<file path="src/rtl/ssf_pkg.sv">
`default_nettype none
package ssf_pkg;
  // Clock and time base
  localparam int CLK_HZ = 20_000_000;
  localparam int TICK_NS = 10_000;
  localparam int TICK_CYC = TICK_NS / (1_000_000_000 / CLK_HZ);
  localparam int SAMPLE_NS = 12_200;
  localparam int SAMPLE_CYC = SAMPLE_NS / (1_000_000_000 / CLK_HZ);
  localparam int SHARE_LOSS_TICKS = 2;
  localparam int ALIVE_CYC = SHARE_LOSS_TICKS * TICK_CYC;
  localparam int TICK_PER_MS = 100;
  localparam logic [16:0] TICK_MAX = 17'h0_FFDC;

  // Command indices of the limit, timer and fault action words
  localparam logic [3:0] IDX_VIN_ON = 4'h0;
  localparam logic [3:0] IDX_VIN_OFF = 4'h1;
  localparam logic [3:0] IDX_VIN_OV_FAULT = 4'h2;
  localparam logic [3:0] IDX_VIN_OV_WARN = 4'h3;
  localparam logic [3:0] IDX_VIN_UV_WARN = 4'h4;
  localparam logic [3:0] IDX_VIN_UV_FAULT = 4'h5;
  localparam logic [3:0] IDX_HOT_FAULT = 4'h6;
  localparam logic [3:0] IDX_HOT_WARN = 4'h7;
  localparam logic [3:0] IDX_COLD_WARN = 4'h8;
  localparam logic [3:0] IDX_COLD_FAULT = 4'h9;
  localparam logic [3:0] IDX_TURN_ON_WAIT = 4'hA;
  localparam logic [3:0] IDX_RAMP_TIME = 4'hB;
  localparam logic [3:0] IDX_START_TIMEOUT = 4'hC;
  localparam logic [3:0] IDX_TURN_OFF_WAIT = 4'hD;
  localparam logic [3:0] IDX_OUT_OVER_ACTION = 4'hE;
  localparam logic [3:0] IDX_OUT_UNDER_ACTION = 4'hF;
  localparam logic [15:0] REG_RST = 16'h0000;
  localparam logic [15:0] BYTE_MASK = 16'h00FF;

  // Fault action byte layout and the soft-connect DAC mode code
  localparam int ACT_HI = 7;
  localparam int ACT_LO = 6;
  localparam int RETRY_HI = 5;
  localparam int RETRY_LO = 3;
  localparam int DELAY_HI = 2;
  localparam int DELAY_LO = 0;
  localparam logic [1:0] ACT_IGNORE = 2'h0;
  localparam logic [1:0] DAC_MODE_SOFT = 2'h0;

  // Status bit positions
  localparam int VS_OV_FAULT = 7;
  localparam int VS_UV_FAULT = 4;
  localparam int VS_TON_MAX = 2;
  localparam int SB_VOUT_OV = 5;
  localparam int SB_OTHER = 0;
  localparam int SW_VOUT = 15;

  typedef enum {
    SSF_OFF, SSF_ON_WAIT, SSF_RISE, SSF_RUN, SSF_OFF_WAIT, SSF_RETRY_WAIT, SSF_LATCHED
  } ssf_state_t;

  typedef struct packed {
    logic valid;
    logic write;
    logic [3:0] index;
    logic [15:0] wdata;
  } ssf_cmd_t;

  typedef struct packed {
    logic [5:0] vin;
    logic [3:0] temp;
  } ssf_limit_flags_t;

  typedef struct packed {
    logic [2:0] sync1;
    logic [2:0] sync2;
    logic share_s1;
    logic share_s2;
    logic share_prev;
    logic [7:0] tick_div;
    logic [9:0] alive_cnt;
    logic [7:0] samp_div;
    logic [15:0][15:0] regs;
    logic [15:0] rdata;
    ssf_state_t state;
    logic [16:0] cnt;
    logic [16:0] max_cnt;
    logic uv_unmask;
    logic [2:0] ov_retry;
    logic [2:0] uv_retry;
    logic [2:0] ov_deg;
    logic [2:0] uv_deg;
    logic [7:0] vout_status;
    logic [7:0] sum_byte;
    logic [15:0] sum_word;
    ssf_limit_flags_t flags;
    logic supply_en;
    logic trim_connect;
  } ssf_state_reg_t;
endpackage
`default_nettype wire

</file>
<file path="src/rtl/ssf_sequencer.sv">
// What this block does
// RULE_01 - Six input voltage limits, L11 volts, compared
// RULE_02 - Four temperature limits, L11 Celsius, supervised
// RULE_03 - Turn-on wait before enable, shared ticks only
// RULE_04 - Mode 00: ramp time, then trim soft-connect
// RULE_05 - Reach undervoltage level in time, else timeout
// RULE_06 - Zero start timeout means no limit
// RULE_07 - Turn-off wait, shared clock else internal tick
// RULE_08 - Timers run on 10 us tick, share-synced
// RULE_09 - L11 ms rounded to 10 us, max 655 ms
// RULE_10 - Output faults set status bits, pull alert low
// RULE_11 - Current-sense odd channel ignores output faults
// RULE_12 - Action 00 keeps channel running
// RULE_13 - Action 01 waits delay samples, then shuts down
// RULE_14 - Action 1x shuts down, then follows retry
// RULE_15 - Retry 000 stays off until faults cleared
// RULE_16 - Retry nonzero restarts forever after retry wait
// RULE_17 - Retry setting taken at off-then-on
// RULE_18 - Delay 000 immediate, else n samples ignored
// RULE_19 - Without shared edges start timers hold
`default_nettype none
module ssf_sequencer
  import ssf_pkg::*;
#(
  parameter int TICK_CYCLES = TICK_CYC,
  parameter int SAMPLE_CYCLES = SAMPLE_CYC,
  parameter int ALIVE_CYCLES = ALIVE_CYC
) (
  input wire logic sys_clk,
  input wire logic rstn,
  input wire ssf_cmd_t cmd,
  output logic [15:0] cmd_rdata,
  input wire logic channel_on_pin,
  input wire logic operation_on,
  input wire logic share_clk,
  input wire logic [1:0] dac_mode,
  input wire logic current_sense_mode,
  input wire logic out_over_detect,
  input wire logic out_under_detect,
  input wire logic clear_faults,
  input wire logic [15:0] retry_wait_ticks,
  input wire logic [15:0] sensed_input_voltage,
  input wire logic [15:0] die_temperature,
  output logic supply_enable,
  output logic trim_connect,
  output logic [7:0] vout_status,
  output logic [7:0] summary_byte,
  output logic [15:0] summary_word,
  output ssf_limit_flags_t limit_flags,
  output logic alert_line_low_oe
);

  initial begin
    if (TICK_CYCLES < 2 || TICK_CYCLES > 256) begin
      $error("TICK_CYCLES out of range");
    end
    if (SAMPLE_CYCLES < 1 || SAMPLE_CYCLES > 256) begin
      $error("SAMPLE_CYCLES out of range");
    end
    // The alive window must outlast one tick or turn-off would stall
    if (ALIVE_CYCLES <= TICK_CYCLES || ALIVE_CYCLES > 1023) begin
      $error("ALIVE_CYCLES out of range");
    end
    if (TICK_MAX > 17'(655 * TICK_PER_MS)) begin
      $error("TICK_MAX beyond the timer range");
    end
  end

  // L11 value as signed fixed point with 16 fraction bits
  function automatic logic signed [47:0] l11_fix(input logic [15:0] w);
    logic signed [47:0] m;
    logic [5:0] sh;
    m = 48'($signed(w[10:0]));
    sh = 6'($signed({w[15], w[15:11]}) + 6'sd16);
    return m <<< sh;
  endfunction

  // L11 milliseconds to 10 us ticks, rounded to nearest, saturated
  function automatic logic [16:0] l11_ticks(input logic [15:0] w);
    logic [47:0] p;
    logic [47:0] q;
    logic [4:0] ne;
    p = w[10] ? 48'h0000_0000_0000 : 48'(w[9:0]) * 48'(TICK_PER_MS);
    ne = 5'(-$signed(w[15:11]));
    if (!w[15]) begin
      q = p << w[15:11];
    end else begin
      q = (p + (48'h0000_0000_0001 << (ne - 5'h01))) >> ne;
    end
    return (q > 48'(TICK_MAX)) ? TICK_MAX : q[16:0];
  endfunction

  // Deglitch step: returns {shut, next count}
  function automatic logic [3:0] fault_step(input logic hit, input logic [7:0] act,
                                            input logic [2:0] deg, input logic samp);
    logic [3:0] r;
    r = 4'h0;
    if (hit && act[ACT_HI:ACT_LO] != ACT_IGNORE) begin // RULE_12
      if (deg == act[DELAY_HI:DELAY_LO]) begin // RULE_18
        r = {1'b1, deg}; // RULE_13 RULE_14
      end else begin
        r = {1'b0, samp ? 3'(deg + 3'h1) : deg}; // RULE_13
      end
    end
    return r;
  endfunction

  // Count-down step shared by every sequencing timer, stops at zero
  function automatic logic [16:0] dec17(input logic [16:0] v);
    return (v == 17'h0_0000) ? v : 17'(v - 17'h0_0001);
  endfunction

  ssf_state_reg_t s, n;
  logic share_edge;
  logic share_alive;
  logic int_tick;
  logic off_tick;
  logic samp_tick;
  logic on_req;
  logic ov_hit;
  logic uv_hit;
  logic [3:0] ov_res;
  logic [3:0] uv_res;
  logic ton_max_fault;
  logic [16:0] max_ticks;
  logic shut;
  logic signed [47:0] vin;
  logic signed [47:0] tmp;

  always_comb begin
    n = s;
    n.sync1 = {channel_on_pin, out_over_detect, out_under_detect};
    n.sync2 = s.sync1;
    n.share_s1 = share_clk;
    n.share_s2 = s.share_s1;
    n.share_prev = s.share_s2;

    // Time base
    share_edge = s.share_s2 && !s.share_prev;
    share_alive = s.alive_cnt != 10'h000;
    if (share_edge) begin
      n.alive_cnt = 10'(ALIVE_CYCLES);
    end else if (share_alive) begin
      n.alive_cnt = 10'(s.alive_cnt - 10'h001);
    end
    int_tick = s.tick_div == 8'(TICK_CYCLES - 1);
    if (share_edge || int_tick) begin
      n.tick_div = 8'h00; // RULE_08
    end else begin
      n.tick_div = 8'(s.tick_div + 8'h01);
    end
    // Turn-off falls back to the free tick when the shared clock stops
    off_tick = share_alive ? share_edge : int_tick; // RULE_07
    samp_tick = s.samp_div == 8'(SAMPLE_CYCLES - 1);
    if (samp_tick) begin
      n.samp_div = 8'h00;
    end else begin
      n.samp_div = 8'(s.samp_div + 8'h01);
    end

    // Register port
    if (cmd.valid && cmd.write) begin
      if (cmd.index >= IDX_OUT_OVER_ACTION) begin
        // Action words are one byte; the upper byte reads back as zero
        n.regs[cmd.index] = cmd.wdata & BYTE_MASK;
      end else begin
        n.regs[cmd.index] = cmd.wdata;
      end
    end
    if (cmd.valid && !cmd.write) begin
      n.rdata = s.regs[cmd.index];
    end

    // Limit supervision
    vin = l11_fix(sensed_input_voltage);
    tmp = l11_fix(die_temperature);
    n.flags.vin[0] = vin >= l11_fix(s.regs[IDX_VIN_ON]); // RULE_01
    n.flags.vin[1] = vin < l11_fix(s.regs[IDX_VIN_OFF]); // RULE_01
    n.flags.vin[2] = vin > l11_fix(s.regs[IDX_VIN_OV_FAULT]); // RULE_01
    n.flags.vin[3] = vin > l11_fix(s.regs[IDX_VIN_OV_WARN]); // RULE_01
    n.flags.vin[4] = vin < l11_fix(s.regs[IDX_VIN_UV_WARN]); // RULE_01
    n.flags.vin[5] = vin < l11_fix(s.regs[IDX_VIN_UV_FAULT]); // RULE_01
    n.flags.temp[0] = tmp > l11_fix(s.regs[IDX_HOT_FAULT]); // RULE_02
    n.flags.temp[1] = tmp > l11_fix(s.regs[IDX_HOT_WARN]); // RULE_02
    n.flags.temp[2] = tmp < l11_fix(s.regs[IDX_COLD_WARN]); // RULE_02
    n.flags.temp[3] = tmp < l11_fix(s.regs[IDX_COLD_FAULT]); // RULE_02

    // Output faults, only while the supply is driven
    on_req = s.sync2[2] || operation_on;
    ov_hit = s.sync2[1] && s.supply_en && !current_sense_mode; // RULE_11
    uv_hit = s.sync2[0] && s.supply_en && s.uv_unmask && !current_sense_mode; // RULE_11
    ov_res = fault_step(ov_hit, s.regs[IDX_OUT_OVER_ACTION][7:0], s.ov_deg, samp_tick);
    uv_res = fault_step(uv_hit, s.regs[IDX_OUT_UNDER_ACTION][7:0], s.uv_deg, samp_tick);
    n.ov_deg = ov_res[2:0];
    n.uv_deg = uv_res[2:0];
    max_ticks = l11_ticks(s.regs[IDX_START_TIMEOUT]);
    ton_max_fault = 1'b0;
    shut = ov_res[3] || uv_res[3];

    // Start timeout runs until the output clears its undervoltage level
    if ((s.state == SSF_RISE || s.state == SSF_RUN) && !s.uv_unmask) begin
      if (!s.sync2[0]) begin
        n.uv_unmask = 1'b1; // RULE_05
      end else if (max_ticks != 17'h0_0000) begin // RULE_06
        if (s.max_cnt == 17'h0_0000) begin
          ton_max_fault = 1'b1; // RULE_05
        end else if (share_edge) begin
          n.max_cnt = dec17(s.max_cnt); // RULE_05 RULE_19
        end
      end
    end

    // Status: a new event wins over a clear in the same cycle
    if (clear_faults) begin
      n.vout_status = 8'h00;
      n.sum_byte = 8'h00;
      n.sum_word = 16'h0000;
    end
    if (ov_hit) begin
      n.vout_status[VS_OV_FAULT] = 1'b1; // RULE_10
      n.sum_byte[SB_VOUT_OV] = 1'b1; // RULE_10
      n.sum_word[SB_VOUT_OV] = 1'b1; // RULE_10
      n.sum_word[SW_VOUT] = 1'b1; // RULE_10
    end
    if (uv_hit) begin
      n.vout_status[VS_UV_FAULT] = 1'b1; // RULE_10
    end
    if (ton_max_fault) begin
      n.vout_status[VS_TON_MAX] = 1'b1; // RULE_05
    end
    if (uv_hit || ton_max_fault) begin
      n.sum_byte[SB_OTHER] = 1'b1; // RULE_10
      n.sum_word[SB_OTHER] = 1'b1; // RULE_10
      n.sum_word[SW_VOUT] = 1'b1; // RULE_10
    end

    // Channel sequence
    case (s.state)
      SSF_OFF: begin
        n.supply_en = 1'b0;
        n.trim_connect = 1'b0;
        if (on_req) begin
          // Retry fields latched here, so a new write waits for the next cycle on
          n.ov_retry = s.regs[IDX_OUT_OVER_ACTION][RETRY_HI:RETRY_LO]; // RULE_17
          n.uv_retry = s.regs[IDX_OUT_UNDER_ACTION][RETRY_HI:RETRY_LO]; // RULE_17
          n.cnt = l11_ticks(s.regs[IDX_TURN_ON_WAIT]); // RULE_09
          n.state = SSF_ON_WAIT;
        end
      end
      SSF_ON_WAIT: begin
        if (!on_req) begin
          n.state = SSF_OFF;
        end else if (s.cnt == 17'h0_0000) begin
          n.supply_en = 1'b1; // RULE_03
          n.uv_unmask = 1'b0;
          n.cnt = l11_ticks(s.regs[IDX_RAMP_TIME]); // RULE_09
          n.max_cnt = max_ticks;
          n.state = SSF_RISE;
        end else if (share_edge) begin
          n.cnt = dec17(s.cnt); // RULE_03 RULE_19
        end
      end
      SSF_RISE, SSF_RUN: begin
        if (shut || ton_max_fault) begin
          n.supply_en = 1'b0; // RULE_13 RULE_14
          n.trim_connect = 1'b0;
          n.uv_unmask = 1'b0;
          if (ton_max_fault || (ov_res[3] ? s.ov_retry : s.uv_retry) == 3'h0) begin
            n.state = SSF_LATCHED; // RULE_15
          end else begin
            n.cnt = {1'b0, retry_wait_ticks}; // RULE_16
            n.state = SSF_RETRY_WAIT;
          end
        end else if (!on_req) begin
          n.cnt = l11_ticks(s.regs[IDX_TURN_OFF_WAIT]); // RULE_09
          n.state = SSF_OFF_WAIT;
        end else if (s.state == SSF_RISE) begin
          if (s.cnt == 17'h0_0000) begin
            n.trim_connect = dac_mode == DAC_MODE_SOFT; // RULE_04
            n.state = SSF_RUN;
          end else if (share_edge) begin
            n.cnt = dec17(s.cnt); // RULE_04 RULE_19
          end
        end
      end
      SSF_OFF_WAIT: begin
        if (shut) begin
          n.supply_en = 1'b0;
          n.trim_connect = 1'b0;
          n.state = SSF_OFF;
        end else if (on_req) begin
          n.state = s.trim_connect ? SSF_RUN : SSF_RISE;
        end else if (s.cnt == 17'h0_0000) begin
          n.supply_en = 1'b0; // RULE_07
          n.trim_connect = 1'b0;
          n.uv_unmask = 1'b0;
          n.state = SSF_OFF;
        end else if (off_tick) begin
          n.cnt = dec17(s.cnt); // RULE_07
        end
      end
      SSF_RETRY_WAIT: begin
        if (!on_req) begin
          n.state = SSF_OFF; // RULE_16
        end else if (s.cnt == 17'h0_0000) begin
          n.cnt = l11_ticks(s.regs[IDX_TURN_ON_WAIT]);
          n.state = SSF_ON_WAIT; // RULE_16
        end else if (off_tick) begin
          n.cnt = dec17(s.cnt);
        end
      end
      SSF_LATCHED: begin
        if (clear_faults) begin
          n.state = SSF_OFF; // RULE_15
        end
      end
      default: begin
        n.state = SSF_OFF;
      end
    endcase
  end

  always_ff @(posedge sys_clk) begin
    if (!rstn) begin
      s <= '0;
      s.regs <= {16{REG_RST}};
      s.state <= SSF_OFF;
    end else begin
      s <= n;
    end
  end

  assign cmd_rdata = s.rdata;
  assign supply_enable = s.supply_en;
  assign trim_connect = s.trim_connect;
  assign vout_status = s.vout_status;
  assign summary_byte = s.sum_byte;
  assign summary_word = s.sum_word;
  assign limit_flags = s.flags;
  // Held low while any output fault bit stands
  assign alert_line_low_oe = s.vout_status != 8'h00; // RULE_10

endmodule // ssf_sequencer
`default_nettype wire

</file>
<file path="config.mk">
export PLATFORM = sky130hd
export DESIGN_NAME = ssf_sequencer
export DESIGN_NICKNAME = d
export VERILOG_FILES = /design/src/rtl/ssf_pkg.sv /design/src/rtl/ssf_sequencer.sv
export SDC_FILE = /design/constraint.sdc
export NUM_CORES = 2
export LEC_CHECK = 0
export ABC_AREA = 1
export BUFFER_PORTS_ARGS = -buffer_cell sky130_fd_sc_hd__buf_2
export CORE_MARGIN = 2
export CORE_UTILIZATION = 33
export DETAILED_ROUTE_END_ITERATION = 8
export GPL_TIMING_DRIVEN = 0
export SYNTH_ARGS = -nofsm -noshare
export SYNTH_HDL_FRONTEND = slang
export SYNTH_SLANG_ARGS = --single-unit
export TNS_END_PERCENT = 30
</file>
<file path="constraint.sdc">
create_clock -name sys_clk -period 17.25 [get_ports sys_clk]
set_clock_uncertainty 0.2 [all_clocks]
set_input_delay 0.8625 -clock sys_clk [delete_from_list [all_inputs] [get_ports sys_clk]]
set_output_delay 0.8625 -clock sys_clk [all_outputs]
set_load 0.01 [all_outputs]
</file>
== Word-level counts from Yosys, hierarchy flattened ==
Cells that the tools add are included.

* Flip-flop bits (word level): 406
* Input bits: 81
* Output and inout bits: 61
* Logic and storage cells: 321

* Add/sub/neg operators: 31
* Multipliers: 4
* $lt $le $gt $ge: 18
* Eq/ne operators: 33
* Shift-type cells: 24
* Multiplexer cells: 107
* Bitwise operators: 3
* Reduce and logical (&&, ||, !) cells: 55

{| class="wikitable"
|+ Operators by type and width
! kind !! count
|-
| 48-bit 2-to-1 mux || 15
|-
| 11-bit by 6-bit <<< shifter with 48-bit output || 12
|-
| 256-bit bitwise mux || 2
|-
| 17-bit 2-to-1 mux || 24
|-
| 32-bit 2-to-1 mux || 10
|-
| 256-bit 2-to-1 mux || 1
|-
| 48-bit by 16-bit greater-than comparator with 1-bit output (second input constant) || 5
|-
| 48-bit less-than comparator || 5
|-
| 49-bit 2-to-1 mux || 4
|-
| 17-bit by 48-bit adder with 48-bit output || 4
|-
| 48-bit greater-than comparator || 4
|-
| 32-bit case mux with 6 select lines || 1
|-
| 1-bit by 5-bit left shift with 48-bit output (first input constant) || 4
|-
| 17-bit by 5-bit left shift with 48-bit output || 4
|-
| 48-bit by 5-bit >> shifter with 48-bit output || 4
|-
| 32-bit by 3-bit == test with 1-bit output (second input constant) || 5
|-
| 17-bit case mux with 5 select lines || 1
|-
| 5-bit by 6-bit adder with 6-bit output (second input constant) || 12
|-
| 16-bit binary-select mux with 4-bit select || 1
|-
| 16-bit demux with 4-bit select || 1
|-
| 32-bit by 2-bit == test with 1-bit output (second input constant) || 2
|-
| 10-bit by 5-bit multiplier with 15-bit output (second input constant) || 4
|-
| 48-bit greater-or-equal comparator || 1
|-
| 18-bit 2-to-1 mux || 2
|-
| 44 further kinds || 147
|}

== Logic depth before layout (Yosys ltp) ==
* Word-level depth: 20
* Mapped depth: 50

== Least setup slack after synthesis ==
OpenSTA, ideal clock, no wires.

* Kind: reg2reg
* Start: reg s[310] (netlist name)
* End: reg s[85] (netlist name)
* Data arrival time: 5742 ps
* Setup slack: 11171 ps
* Stages on the path, launching flop included: 42
* Buffers on the path: 6
* Period minus slack after synthesis: 6079 ps
* Path through: dfxtp_1 > inv_2 > buf_2 > buf_1 > clkbuf_1 > ha_1 > nand3_1 > inv_2 > nand2_2 > nand2_2 > inv_2 > xor2_4 > buf_2 > buf_1 > nor3_1 > ha_1 > inv_1 > fa_1 > [... 6 more ...] > nand2_1 > o21ai_1 > nand2_1 > nand2_1 > nand2_1 > nand3_1 > nand3_1 > o211ai_1 > nand2_1 > nor2_1 > nand4_1 > o21ai_2 > buf_4 > nand4_1 > a21oi_1 > nand4_1 > nand2_1 > a21oi_2

* Longest elaborated chain between the ends: 14
* Elaborated cells between the ends (all ways): 20

{| class="wikitable"
|+ Ends and longest elaborated chain
! item !! RTL line !! RTL
|-
| from (decl) || ssf_sequencer.sv:113 || <nowiki>ssf_state_reg_t s, n;</nowiki>
|-
| from (signal assigned) || ssf_sequencer.sv:329 || <nowiki>s <= n;</nowiki>
|-
| 5-bit negator || ssf_sequencer.sv:84 || <nowiki>ne = 5'(-$signed(w[15:11]));</nowiki>
|-
| 5-bit by 1-bit subtractor with 5-bit output || ssf_sequencer.sv:88 || <nowiki>q = (p + (48'h0000_0000_0001 << (ne - 5'h01))) >> ne;</nowiki>
|-
| 1-bit by 5-bit left shift with 48-bit output || ssf_sequencer.sv:88 ||
|-
| 17-bit by 48-bit adder with 48-bit output || ssf_sequencer.sv:88 ||
|-
| 48-bit by 5-bit >> shifter with 48-bit output || ssf_sequencer.sv:88 ||
|-
| 48-bit 2-to-1 mux (*) || ssf_sequencer.sv:85 || <nowiki>if (!w[15]) begin</nowiki>
|-
| 48-bit 2-to-1 mux || ssf_sequencer.sv:305 || <nowiki>end else if (s.cnt == 17'h0_0000) begin</nowiki>
|-
| 48-bit 2-to-1 mux || ssf_sequencer.sv:303 || <nowiki>if (!on_req) begin</nowiki>
|-
| 48-bit 2-to-1 mux || ssf_sequencer.sv:238 || <nowiki>case (s.state)</nowiki>
|-
| 48-bit by 16-bit greater-than comparator with 1-bit output || ssf_sequencer.sv:90 || <nowiki>return (q > 48'(TICK_MAX)) ? TICK_MAX : q[16:0];</nowiki>
|-
| 17-bit 2-to-1 mux || ssf_sequencer.sv:90 ||
|-
| 17-bit 2-to-1 mux || ssf_sequencer.sv:305 ||
|-
| 17-bit 2-to-1 mux || ssf_sequencer.sv:303 ||
|-
| 17-bit case mux with 5 select lines (*) || ssf_sequencer.sv:238 ||
|}

Every way passes the cells marked *; elsewhere a longest branch is shown, timed or not. The select of a mux whose other input is x is not followed.
A chain may end at the register's enable or synchronous reset.

== Worst setup path in the final report ==
* Start: reg s[310] (netlist name)
* End: reg s[89] (netlist name)

Same word-level chain as after synthesis.

==> metrics.cfg <==
[sta]
slew_violations = 19
slew_headroom = -0.04106
finalSetupViolCount = 0
max_freq_mhz = 120.7
rsz0062_at_grt = no
hold_viol = 0
post-route-min-period_ns = 8.285
finalCritPeriodShare = 0.4803
fin_setup_tns_ns = 0
max_slew.worst_pin.slew_ns = 1.518

[clock_network]
cts_root_buffer = clkbuf_16
cts.sinks = 374
clock_latency_ns = 0.65
cts_tree = built
cts_repair_resize_count = 0
cts_setup_buffers = 0
cts_hold_buf = 0
path_clk_slew_ns = 0.06
cts_made_buffers = 48
cts_max_level = 2
clockBufferDepth = 3

[pwr]
swShare = 0.4459
p_leak_uw = 0.02797
p_comb_frac = 0.433
p_int_uw = 2030
p_per_area_nw_per_um2 = 60.46
clkPwrFrac = 0.304
irDropWorstVdd_mv = 0.06827
pwr-share-seq = 0.263
p_switching_uw = 1634

[run_status]
violations = max-capacitance violations, max-slew violations
status = finished with violations

[detailed_routing]
drt-initial-drc-count = 7207
routedWlPerCell_um = 21.17
ant_nets = 0
met1_length_um = 110300
vias = 67050
dr_wl_met2_um = 109000
drc = 0
routed_wirelength_um = 250700
topRoutingLayerUsed = met5
wl_met3_um = 21070
dr.pass1.iters = 8
via_per_inst = 5.660

[finish]
drive_gt1_frac = 0.06309
finalCoreUtilization = 0.3632
nets = 10350
fillers = 18550
area_growth_syn_to_layout_pct = 9.509

[global_routing]
grt_max_degree = 14
grt_usage = 0.2803
grt_pass1_vias = 61370
antenna_found_initial = 19
grt-ovfl-total = 0
grt_pass1_wl_um = 372100

[die]
die_w_um = 413.5
dieArea_um2 = 171000
die_h_um = 413.5
start_util = 0.3316
core-area_um2 = 166800
rows = 150
pin_count = 142

[run]
max_cap_violations = 4

[min_path]
hold_path_class = input pin to flip-flop

[setup_path]
crit_top_cell = nand2_1
cpLargestDelayFamily = buffers and inverters
worstPathMaxFanout = 12
path_class = flip-flop to flip-flop
cp_num_buf_inv = 11
cp_data_required_time_ns = 17.54
end_kind = flip-flop
critPathArrivalTime_ns = 8.58
crit_slowest_cell = clkbuf_1
start_kind = flip-flop
max_stage_delay_ns = 0.74

[logic_synthesis]
synth_edf_count = 0
ys_top_cells_by_area = nand2_1, ha_1, dfxtp_1, o21ai_0, a21oi_1
yosysMostFrequentCell = nand2_1
synth_seq_cells = 374
postSynthAreaPerCell_um2 = 5.890
syn-cell-area_um2 = 55330
yosysUniqueCellTypes = 83
synth-seq-area-share = 0.1353
yosys_warnings = 0
synthArstFlopShare = 0
synth_top_area_share = 0.1497
ys_dominant_reg_cell = dfxtp_1
syn_inst = 9394
synth_area_leader_cell = nand2_1
synthTopCellsByCount = nand2_1, o21ai_0, inv_1, a21oi_1, nand3_1

[placed_design]
gp_congestion = 1.000
port_buffers = 114
dp_hpwl_um = 203700

==> layout by cell type (no fill, tap or decap), drive strengths merged, types with 5 or more instances in the layout <==
cell type / instances
or2: 139
nor4: 57
nor2: 618
a21oi: 762
o21bai: 25
o22ai: 80
bufinv: 6
buf: 310
ha: 641
o211ai: 39
nand2: 2256
o2111ai: 17
a2111oi: 7
clkinv: 41
inv: 944
a21boi: 7
o21ai: 1379
xor2: 53
mux2i: 81
a221oi: 9
a21o: 18
clkbuf: 461
fa: 24
dfxtp: 374
nand4: 181
nand3b: 19
xnor2: 32
o221ai: 25
a22oi: 27
conb: 24
a41oi: 5
a31oi: 46
nor3b: 5
a211oi: 34
nor3: 93
nand3: 749
o21a: 17
==> power groups by stage <==
stage               Combinational [uW]  Clock [uW]  Sequential, uW
finish                            1590        1110             963
detailed placement                1530           0             980
global placement                  1510           0             980
floorplan                         1040           0             966
CTS                               1540        1130             962
global route                      1740        1160             969
==> layout make-up <==
class,count,area [um^2],share of cell area
multi-input combinational,7498,41740,0.6888
clock buffer,59,1315,0.02170
timing repair buffer,135,745.7,0.01231
inverter,968,3641,0.06009
tap,2204,2758,0.04551
clock inverter,26,335.3,0.005534
sequential,374,7487,0.1236
antenna,4,10.01,0.0001652
buffer,577,2565,0.04233
==> final timing paths <==
check,cells after the start,endpoint,from,slack [ns]
setup / recovery,42,s[89],s[310],8.96
hold / removal,3,n[422],share_clk,0.20
setup reg to reg,42,s[89],s[310],8.96
hold reg to reg,2,s[425],n[425],0.21
==> through the flow <==
stage          instance area (um^2)  hold slack (ns)  worst slack, ns  std cells  total power (uW)
2_1_floorplan                 55420           0.1905            11.17       9417              2007
3_3_place_gp                  58750           0.1916            9.142      11740              2489
3_5_place_dp                  58910           0.2000            9.036      11750              2514
4_1_cts                       60560           0.1630            9.071      11840              3632
5_1_grt                       60580           0.1920            8.328      11840              3862
6_report                      60590           0.2005            8.965      11850              3663
==> metal layers <==
layer	up-vias	global-route usage
met1	31390	0.3802
met3	503	0.04314
met2	2871	0.4456
met5	-	0
met4	20	0.1038
li1	32270	-
==> logic make-up (layout without fill, tap and decap cells) <==
| group | after synthesis | count (layout) | synth area share |
|---|---|---|---|
| flip-flops | 374 | 374 | 0.1353 |
| buffers and inverters | 1545 | 1765 | 0.1120 |
| other | 1 | 28 | 0.00006777 |
| AND/OR/NAND/NOR | 4125 | 4125 | 0.3246 |
| XOR/XNOR | 85 | 85 | 0.01420 |
| AO/OA/AOI/OAI | 2518 | 2518 | 0.2455 |
| multiplexers | 81 | 81 | 0.01465 |
| adder cells (fa/ha/maj) | 665 | 665 | 0.1536 |
==> worst reg2reg max path: cells and delay by family, from the launching register on <==
family	cells	cell delay [ns]
buffers and inverters	11	2.64
flip-flops	1	0.41
AO/OA/AOI/OAI	7	1.35
AND/OR/NAND/NOR	20	2.44
adder cells (fa/ha/maj)	3	0.80
XOR/XNOR	1	0.33
(Power assumes the default switching activity.)
